$ cat config.mk
export PLATFORM = sky130hd
export DESIGN_NAME = random_word_source
export DESIGN_NICKNAME = d
export VERILOG_FILES = /design/src/pkg/rng_pkg.sv /design/src/random_word_source.sv
export VERILOG_INCLUDE_DIRS = /design/src /design/src/pkg
export SDC_FILE = /design/constraint.sdc
export NUM_CORES = 1
export LEC_CHECK = 0
export BUFFER_PORTS_ARGS = -buffer_cell sky130_fd_sc_hd__buf_2
export CORE_ASPECT_RATIO = 0.8
export CORE_UTILIZATION = 35
export DETAILED_ROUTE_END_ITERATION = 16
export PLACE_DENSITY = 0.62
export SLEW_MARGIN = 15
export SYNTH_ARGS = -nofsm -noshare
export SYNTH_HDL_FRONTEND = slang
export SYNTH_SLANG_ARGS = --single-unit
$ cat constraint.sdc
create_clock -name i_ref_clk -period 2.1 [get_ports i_ref_clk]
set_clock_uncertainty 0.05 [all_clocks]
set_input_delay 0.105 -clock i_ref_clk [delete_from_list [all_inputs] [get_ports i_ref_clk]]
set_output_delay 0.105 -clock i_ref_clk [all_outputs]
set_load 0.01 [all_outputs]
$ cat src/pkg/rng_defs.svh
// Constants for the random word source: offsets, fields, reset values, timing
// Functional notes
// - Host may read the output register any time, no trigger needed.
// - Only full 32-bit accesses are legal; narrower ones get an error response.
// - Fresh words arrive no faster than one per 1.25 us.
// - Control bit 2 at 0 runs the generator; at 1 disables it.
// - Disabled: noise oscillators powered down and generator clock gated.
// - Output read while enabled with flag bit 0 at 0 waits until a word arrives; while disabled it returns zero at once (code: after one wait state).
// - Flag bit 0 is 1 exactly when the output register holds a valid word.
// - Ready flag stays 0 while the generator is disabled.
// - Word sits in bits 15:0; bits 31:16 read zero.
// - Control, flags, output at 0x00, 0x04, 0x08; reset zero; only control writable.
`ifndef RNG_DEFS_SVH
`define RNG_DEFS_SVH
`define RNG_OFS_CONTROL   12'h000
`define RNG_OFS_FLAGS     12'h004
`define RNG_OFS_OUTPUT    12'h008
`define RNG_OFF_BIT       2
`define RNG_RDY_BIT       0
`define RNG_WORD_W        16
`define RNG_CTRL_RESET    32'h0000_0000
`define RNG_SIZE_WORD     3'h2
`define RNG_HTRANS_NSEQ   2'h2
`define RNG_HRESP_OKAY    1'b0
`define RNG_HRESP_ERROR   1'b1
`define RNG_CLK_MHZ       250
`define RNG_PERIOD_NS     1250
`define RNG_PERIOD_CYC    ((`RNG_PERIOD_NS * `RNG_CLK_MHZ + 999) / 1000)
`endif

$ cat src/pkg/rng_pkg.sv
// Types shared by the random word source
package rng_pkg;
  typedef struct packed {
    logic        sel;    // Slave selected
    logic [1:0]  trans;  // Transfer type
    logic        write;  // Write transfer
    logic [2:0]  size;   // Transfer size
    logic [11:0] addr;   // Byte offset inside the block
    logic        ready;  // Bus ready in
  } ahb_req_t;

  typedef enum logic [2:0] {
    ST_IDLE  = 3'b001,
    ST_WAIT  = 3'b010,
    ST_ERR2  = 3'b100
  } bus_state_t;
endpackage : rng_pkg

$ cat src/random_word_source.sv
// Random word source: AHB-lite slave around a free-running noise sampler
`include "rng_defs.svh"

module random_word_source #(
  parameter int unsigned PERIOD_CYC = `RNG_PERIOD_CYC  // Least cycles between fresh words
) (
  input  wire logic             i_ref_clk,    // 250 MHz bus clock
  input  wire logic             i_nrst,       // Async reset, active low
  input  wire rng_pkg::ahb_req_t i_req,       // AHB address phase
  input  wire logic [31:0]      i_hwdata,     // AHB write data
  input  wire logic             i_noise,      // Raw analog noise comparator output
  output logic [31:0]           o_hrdata,     // AHB read data
  output logic                  o_hreadyout,  // AHB ready out
  output logic                  o_hresp,      // AHB response
  output logic                  o_osc_pd,     // Noise oscillator power-down
  output logic                  o_gen_clk_en  // Generator clock gate enable
);
  import rng_pkg::*;

  // Elaboration check: a word needs sixteen folded noise bits
  if (PERIOD_CYC < 16) begin : g_bad_period
    $error("PERIOD_CYC must cover sixteen noise bits");
  end

  localparam int CW = $clog2(PERIOD_CYC + 1);

  // ------------------------------------------------------------
  // Noise input synchroniser
  // ------------------------------------------------------------
  logic [2:0] noise_sync_reg;
  logic       noise_reg;

  always_ff @(posedge i_ref_clk or negedge i_nrst) begin
    if (!i_nrst) begin
      noise_sync_reg <= 3'h0;
    end else begin
      noise_sync_reg <= {noise_sync_reg[1:0], i_noise};
    end
  end

  // Change counts only when second and third stage agree
  always_ff @(posedge i_ref_clk or negedge i_nrst) begin
    if (!i_nrst) begin
      noise_reg <= 1'b0;
    end else if (noise_sync_reg[1] == noise_sync_reg[2]) begin
      noise_reg <= noise_sync_reg[2];
    end
  end

  // ------------------------------------------------------------
  // Bus address phase capture
  // ------------------------------------------------------------
  bus_state_t  state_reg;
  logic        ctrl_off_reg;
  logic        ready_reg;
  logic [15:0] word_reg;
  logic [15:0] shift_reg;
  logic [CW-1:0] cnt_reg;
  logic        word_done;
  logic        acc_valid;
  logic        acc_full;
  logic        dp_write_reg;
  logic        dp_ctrl_reg;
  logic        dp_read_out_reg;

  assign acc_valid = i_req.sel && i_req.ready && i_req.trans[1];
  assign acc_full  = (i_req.size == `RNG_SIZE_WORD);
  assign word_done = !ctrl_off_reg && (cnt_reg == CW'(PERIOD_CYC - 1));

  // ------------------------------------------------------------
  // Control register
  // ------------------------------------------------------------
  logic [31:0] ctrl_write;
  assign ctrl_write = i_hwdata;

  always_ff @(posedge i_ref_clk or negedge i_nrst) begin
    if (!i_nrst) begin
      ctrl_off_reg <= 1'b0;
    end else if (dp_write_reg && dp_ctrl_reg) begin
      ctrl_off_reg <= ctrl_write[`RNG_OFF_BIT];
    end
  end

  // Gate and power-down follow the stored bit one cycle later
  always_ff @(posedge i_ref_clk or negedge i_nrst) begin
    if (!i_nrst) begin
      o_osc_pd     <= 1'b0;
      o_gen_clk_en <= 1'b1;
    end else begin
      o_osc_pd     <= ctrl_off_reg;
      o_gen_clk_en <= !ctrl_off_reg;
    end
  end

  // ------------------------------------------------------------
  // Noise gathering
  // ------------------------------------------------------------
  // The period counter paces words so no two are closer than the minimum
  always_ff @(posedge i_ref_clk or negedge i_nrst) begin
    if (!i_nrst) begin
      cnt_reg <= '0;
    end else if (ctrl_off_reg) begin
      cnt_reg <= '0;
    end else if (word_done) begin
      cnt_reg <= '0;
    end else begin
      cnt_reg <= cnt_reg + CW'(1);
    end
  end

  // Each enabled cycle folds one noise bit into the running word
  always_ff @(posedge i_ref_clk or negedge i_nrst) begin
    if (!i_nrst) begin
      shift_reg <= 16'h0000;
    end else if (!ctrl_off_reg) begin
      shift_reg <= {shift_reg[14:0], shift_reg[15] ^ noise_reg};
    end
  end

  // New word replaces the old only when nobody holds the old one
  logic read_done;
  assign read_done = (state_reg == ST_WAIT) && ready_reg;

  always_ff @(posedge i_ref_clk or negedge i_nrst) begin
    if (!i_nrst) begin
      word_reg <= 16'h0000;
    end else if (word_done && (!ready_reg || read_done)) begin
      word_reg <= shift_reg;
    end
  end

  // Ready: set by a gathered word, cleared by a finished read
  always_ff @(posedge i_ref_clk or negedge i_nrst) begin
    if (!i_nrst) begin
      ready_reg <= 1'b0;
    end else if (ctrl_off_reg) begin
      ready_reg <= 1'b0;
    end else if (word_done) begin
      ready_reg <= 1'b1;
    end else if (read_done) begin
      ready_reg <= 1'b0;
    end
  end

  // ------------------------------------------------------------
  // Bus slave
  // ------------------------------------------------------------
  always_ff @(posedge i_ref_clk or negedge i_nrst) begin
    if (!i_nrst) begin
      dp_write_reg    <= 1'b0;
      dp_ctrl_reg     <= 1'b0;
      dp_read_out_reg <= 1'b0;
    end else begin
      dp_write_reg    <= acc_valid && acc_full && i_req.write;
      dp_ctrl_reg     <= (i_req.addr == `RNG_OFS_CONTROL);
      dp_read_out_reg <= acc_valid && acc_full && !i_req.write && (i_req.addr == `RNG_OFS_OUTPUT);
    end
  end

  always_ff @(posedge i_ref_clk or negedge i_nrst) begin
    if (!i_nrst) begin
      state_reg   <= ST_IDLE;
      o_hreadyout <= 1'b1;
      o_hresp     <= `RNG_HRESP_OKAY;
      o_hrdata    <= 32'h0000_0000;
    end else begin
      case (state_reg)
        ST_IDLE: begin
          o_hresp  <= `RNG_HRESP_OKAY;
          o_hrdata <= 32'h0000_0000;
          if (acc_valid && !acc_full) begin
            o_hreadyout <= 1'b0;
            o_hresp     <= `RNG_HRESP_ERROR;
            state_reg   <= ST_ERR2;
          end else if (acc_valid && !i_req.write) begin
            if (i_req.addr == `RNG_OFS_CONTROL) begin
              o_hrdata[`RNG_OFF_BIT] <= ctrl_off_reg;
            end else if (i_req.addr == `RNG_OFS_FLAGS) begin
              o_hrdata[`RNG_RDY_BIT] <= ready_reg;
            end else if (i_req.addr == `RNG_OFS_OUTPUT) begin
              o_hreadyout <= 1'b0;
              state_reg   <= ST_WAIT;
            end
          end
        end
        ST_WAIT: begin
          if (ctrl_off_reg) begin
            // Disabled generator can never deliver; finish with zero
            o_hreadyout <= 1'b1;
            state_reg   <= ST_IDLE;
          end else if (ready_reg) begin
            o_hrdata    <= {16'h0000, word_reg};
            o_hreadyout <= 1'b1;
            state_reg   <= ST_IDLE;
          end
        end
        ST_ERR2: begin
          o_hreadyout <= 1'b1;
          state_reg   <= ST_IDLE;
        end
        default: begin
          state_reg   <= ST_IDLE;
          o_hreadyout <= 1'b1;
        end
      endcase
    end
  end
endmodule : random_word_source

==> impl_metrics.toml <==
[pwr]
seq_power_share_pct = 51.2
p_switching_w = 0.000899
irDropWorstVdd_uv = 462
leakagePower_nw = 1.72
power_switching_share_pct = 26.7
clockPowerShare_pct = 35.5
power_frac_comb_pct = 13.4
cellInternalPower_w = 0.00247
power_per_cell_area_mw_per_mm2 = 945

[synthesis]
synth_top_family_by_area = "multiplexers"
synth_cell_type_count = 39
syn_area_mm2 = 0.00300
yosys_register_bits = 71
total_of_warnings_raised_by_yosys = 0
synthAdderAreaFrac_pct = 1.17
async_flop_share_pct = 100
share_of_synthesized_area_occupied_by_flip_flops_and_latches_pct = 59.3
yosys-mux-area-fraction_pct = 13.3
syn-instance-count = 224
synthFlopType = "dfrtp_1"
synth_enable_flop_cells = 0
synth_xor_xnor_area_share_pct = 2.33
synth_simple_gate_area_share_pct = 11.4
compound_cell_area_share_of_the_yosys_netlist_pct = 6.29
syn_avg_cell_area_um2 = 13.4

[clock_tree]
clock_sink_count = 71
clock_tree.htree_level_count = 3
path_clk_slew_ns = 0.08
tritoncts = "yes"
cts_max_path_bufs = 2
cts_buffers = 9
cts_resized = 0
clock_tree.root_cell = "clkbuf_8"
clock_latency_ns = 0.34

[placed_design]
portBuffers = 42
dp.final_hpwl_um = 3570
placedInstanceArea_mm2 = 0.00329
finalWeightedCongestion = 0.759
place_inst = 372

[sta]
pins_over_their_slew_limit = 0
slew_headroom_pct = 61.4
max_clock_freq_ghz = 0.533
finalSetupTns_ns = 0
final_setup_violation_count = 0
final_period_minus_worst_setup_slack_ns = 1.88
rsz0062_at_grt = "no"
period_share_pct = 89.3
worstMarginPinSlew_ns = 0.579
timing.final.hold_violations = 0

[worst_setup_path]
crit_fanout = 16
kind_of_critical_path = "reg -> reg"
cp.arrival_ns = 2.06
rr_startpoint = "cnt_reg[2]"
cp-start-kind = "flip-flop"
worst_ep_required_time_ns = 2.28
crit_start = "cnt_reg[2]"
setup.worst_path.end_class = "flip-flop"

[finish]
drive_above_1_share_pct = 36.8
cell_count_final_fillers_out = 393
area_delta_synth_final_pct = 18.6
num_antenna_cells = 0
finish.utilization_pct = 43.8
final_net_count = 337
postLayoutCellArea_mm2 = 0.00356

[grt]
grt_use_met3_pct = 5.38
grt_first_pass_wirelength_um = 9180
use_met2_pct = 20.0
globalRoute.totalOverflow = 0
first_global_vias = 1911
globalRoute.busiestLayer = "met2"
antenna_found_initial = 0
grt_start_max_net_pins = 47
globalRouteTotalUtil_pct = 13.2
globalRouteMet1Util_pct = 17.0

[routing]
drt_pass1_iterations = 4
post_drt_via_cell_ratio = 4.61
detail_route.wirelength_um = 5220
drt_iter0_markers = 92
drtAntennaViolNets = 0
routed_wire_length_per_instance_um = 13.3
drt_drc_violations_left = 0
vias = 1810

[floorplanning]
die_height_um = 84.8
floorplan.core_area_mm2 = 0.00813
num_rows = 29
dieArea_mm2 = 0.00895
fp.dieW_um = 106
floorplan.initialDensity_pct = 36.9
ioPinCount = 91

[min_path]
worst_hold_path_type = "in -> reg"
hp-start = "i_req[4]"

[run]
max_cap_viol_count = 0

[run_status]
run_status = "completed"
-- cell usage after synthesis, types with 3 or more instances --
cell      count  area, um^2
nor3_1        4        20.0
xnor2_1       5        43.8
mux2_2       22         248
mux2_4       10         150
nand3_1       6        30.0
nand2b_1      3        18.8
a21oi_1       5        25.0
clkbuf_1      5        18.8
dfrtp_1      69        1730
a22o_1       14         123
xor2_1        3        26.3
nand4_1       3        18.8
nor2_1       17        63.8
nand2_1       7        26.3
buf_4        16         120
inv_1         4        15.0
-- layout by cell type, fill, tap and decap left out, drive strengths merged, types with 2 or more instances in the layout --
master / instances
dfrtp: 69
buf: 48
mux2: 32
nor2: 17
conb: 16
a22o: 14
clkbuf: 9
nand2: 7
nand3: 7
inv: 6
xnor2: 5
a21oi: 5
dlygate4sd3: 5
nor3: 4
xor2: 3
nand4: 3
nand2b: 3
and3: 3
or4: 2
nor4: 2
nor2b: 2
nor3b: 2
o21ai: 2
ha: 2
bufinv: 2
clkinv: 2
dfstp: 2
-- per-stage QoR --
stage	hold slack [ns]	power, W	setup slack, ns
detailed placement	0.0757	0.00220	0.229
finish	0.0271	0.00337	0.225
CTS	0.00895	0.00342	0.218
global route	0.0350	0.00357	0.140
global placement	0.0747	0.00218	0.233
floorplan	-0.241	0.00204	0.221
-- power by group through the flow --
stage | registers, W | clock network [W] | logic, W
floorplan | 0.00172 | 0 | 0.000324
global placement | 0.00175 | 0 | 0.000438
detailed placement | 0.00175 | 0 | 0.000449
CTS | 0.00172 | 0.00123 | 0.000459
global route | 0.00175 | 0.00130 | 0.000514
finish | 0.00172 | 0.00119 | 0.000450
-- worst max-delay path, stage by stage (launching register included) --
cell and delay (ns):
dfrtp_1 0.47, nor4b_4 0.31, nand3_2 0.15, nor3b_4 0.23
buf_12 0.20, mux2_2 0.35
-- metal layers --
| layer | wire (um) | up-vias |
|---|---|---|
| li1 | - | 860 |
| met5 | 0 | - |
| met2 | 2390 | 37 |
| met4 | 89 | 0 |
| met1 | 2520 | 905 |
| met3 | 227 | 8 |
-- cell type report --
type / instances / area, um^2
clock inverter: 7 / 95.1
timing repair buffer: 53 / 318
inverter: 4 / 15.0
fill: 747 / 4570
clock buffer: 9 / 124
multi-input combinational: 141 / 1090
sequential: 71 / 1780
tap: 108 / 135
-- what timing repair did --
| item | in CTS | in global routing |
|---|---|---|
| hold buffers | 5 | 0 |
| endpoints found under the hold margin | 73 | 0 |
| setup buffers | 0 | 0 |
-- cells by family after synthesis --
group           count (synthesis)
fa+ha+maj                       3
buf+inv                        27
other cells                     1
xor+xnor                        8
mux                            32
compound gates                 25
flops                          71
simple gates                   57
-- worst paths after layout --
check	end	slack [ns]	cells after the start
setup / recovery	word_reg[5]	0.22	5
hold / removal	dp_ctrl_reg	0.03	3
setup reg to reg	word_reg[5]	0.22	5
hold reg to reg	noise_sync_reg[1]	0.29	0
max in group asynchronous	shift_reg[4]	1.26	3
min in group asynchronous	word_reg[11]	0.24	3
Power figures use the tool's default switching activity.
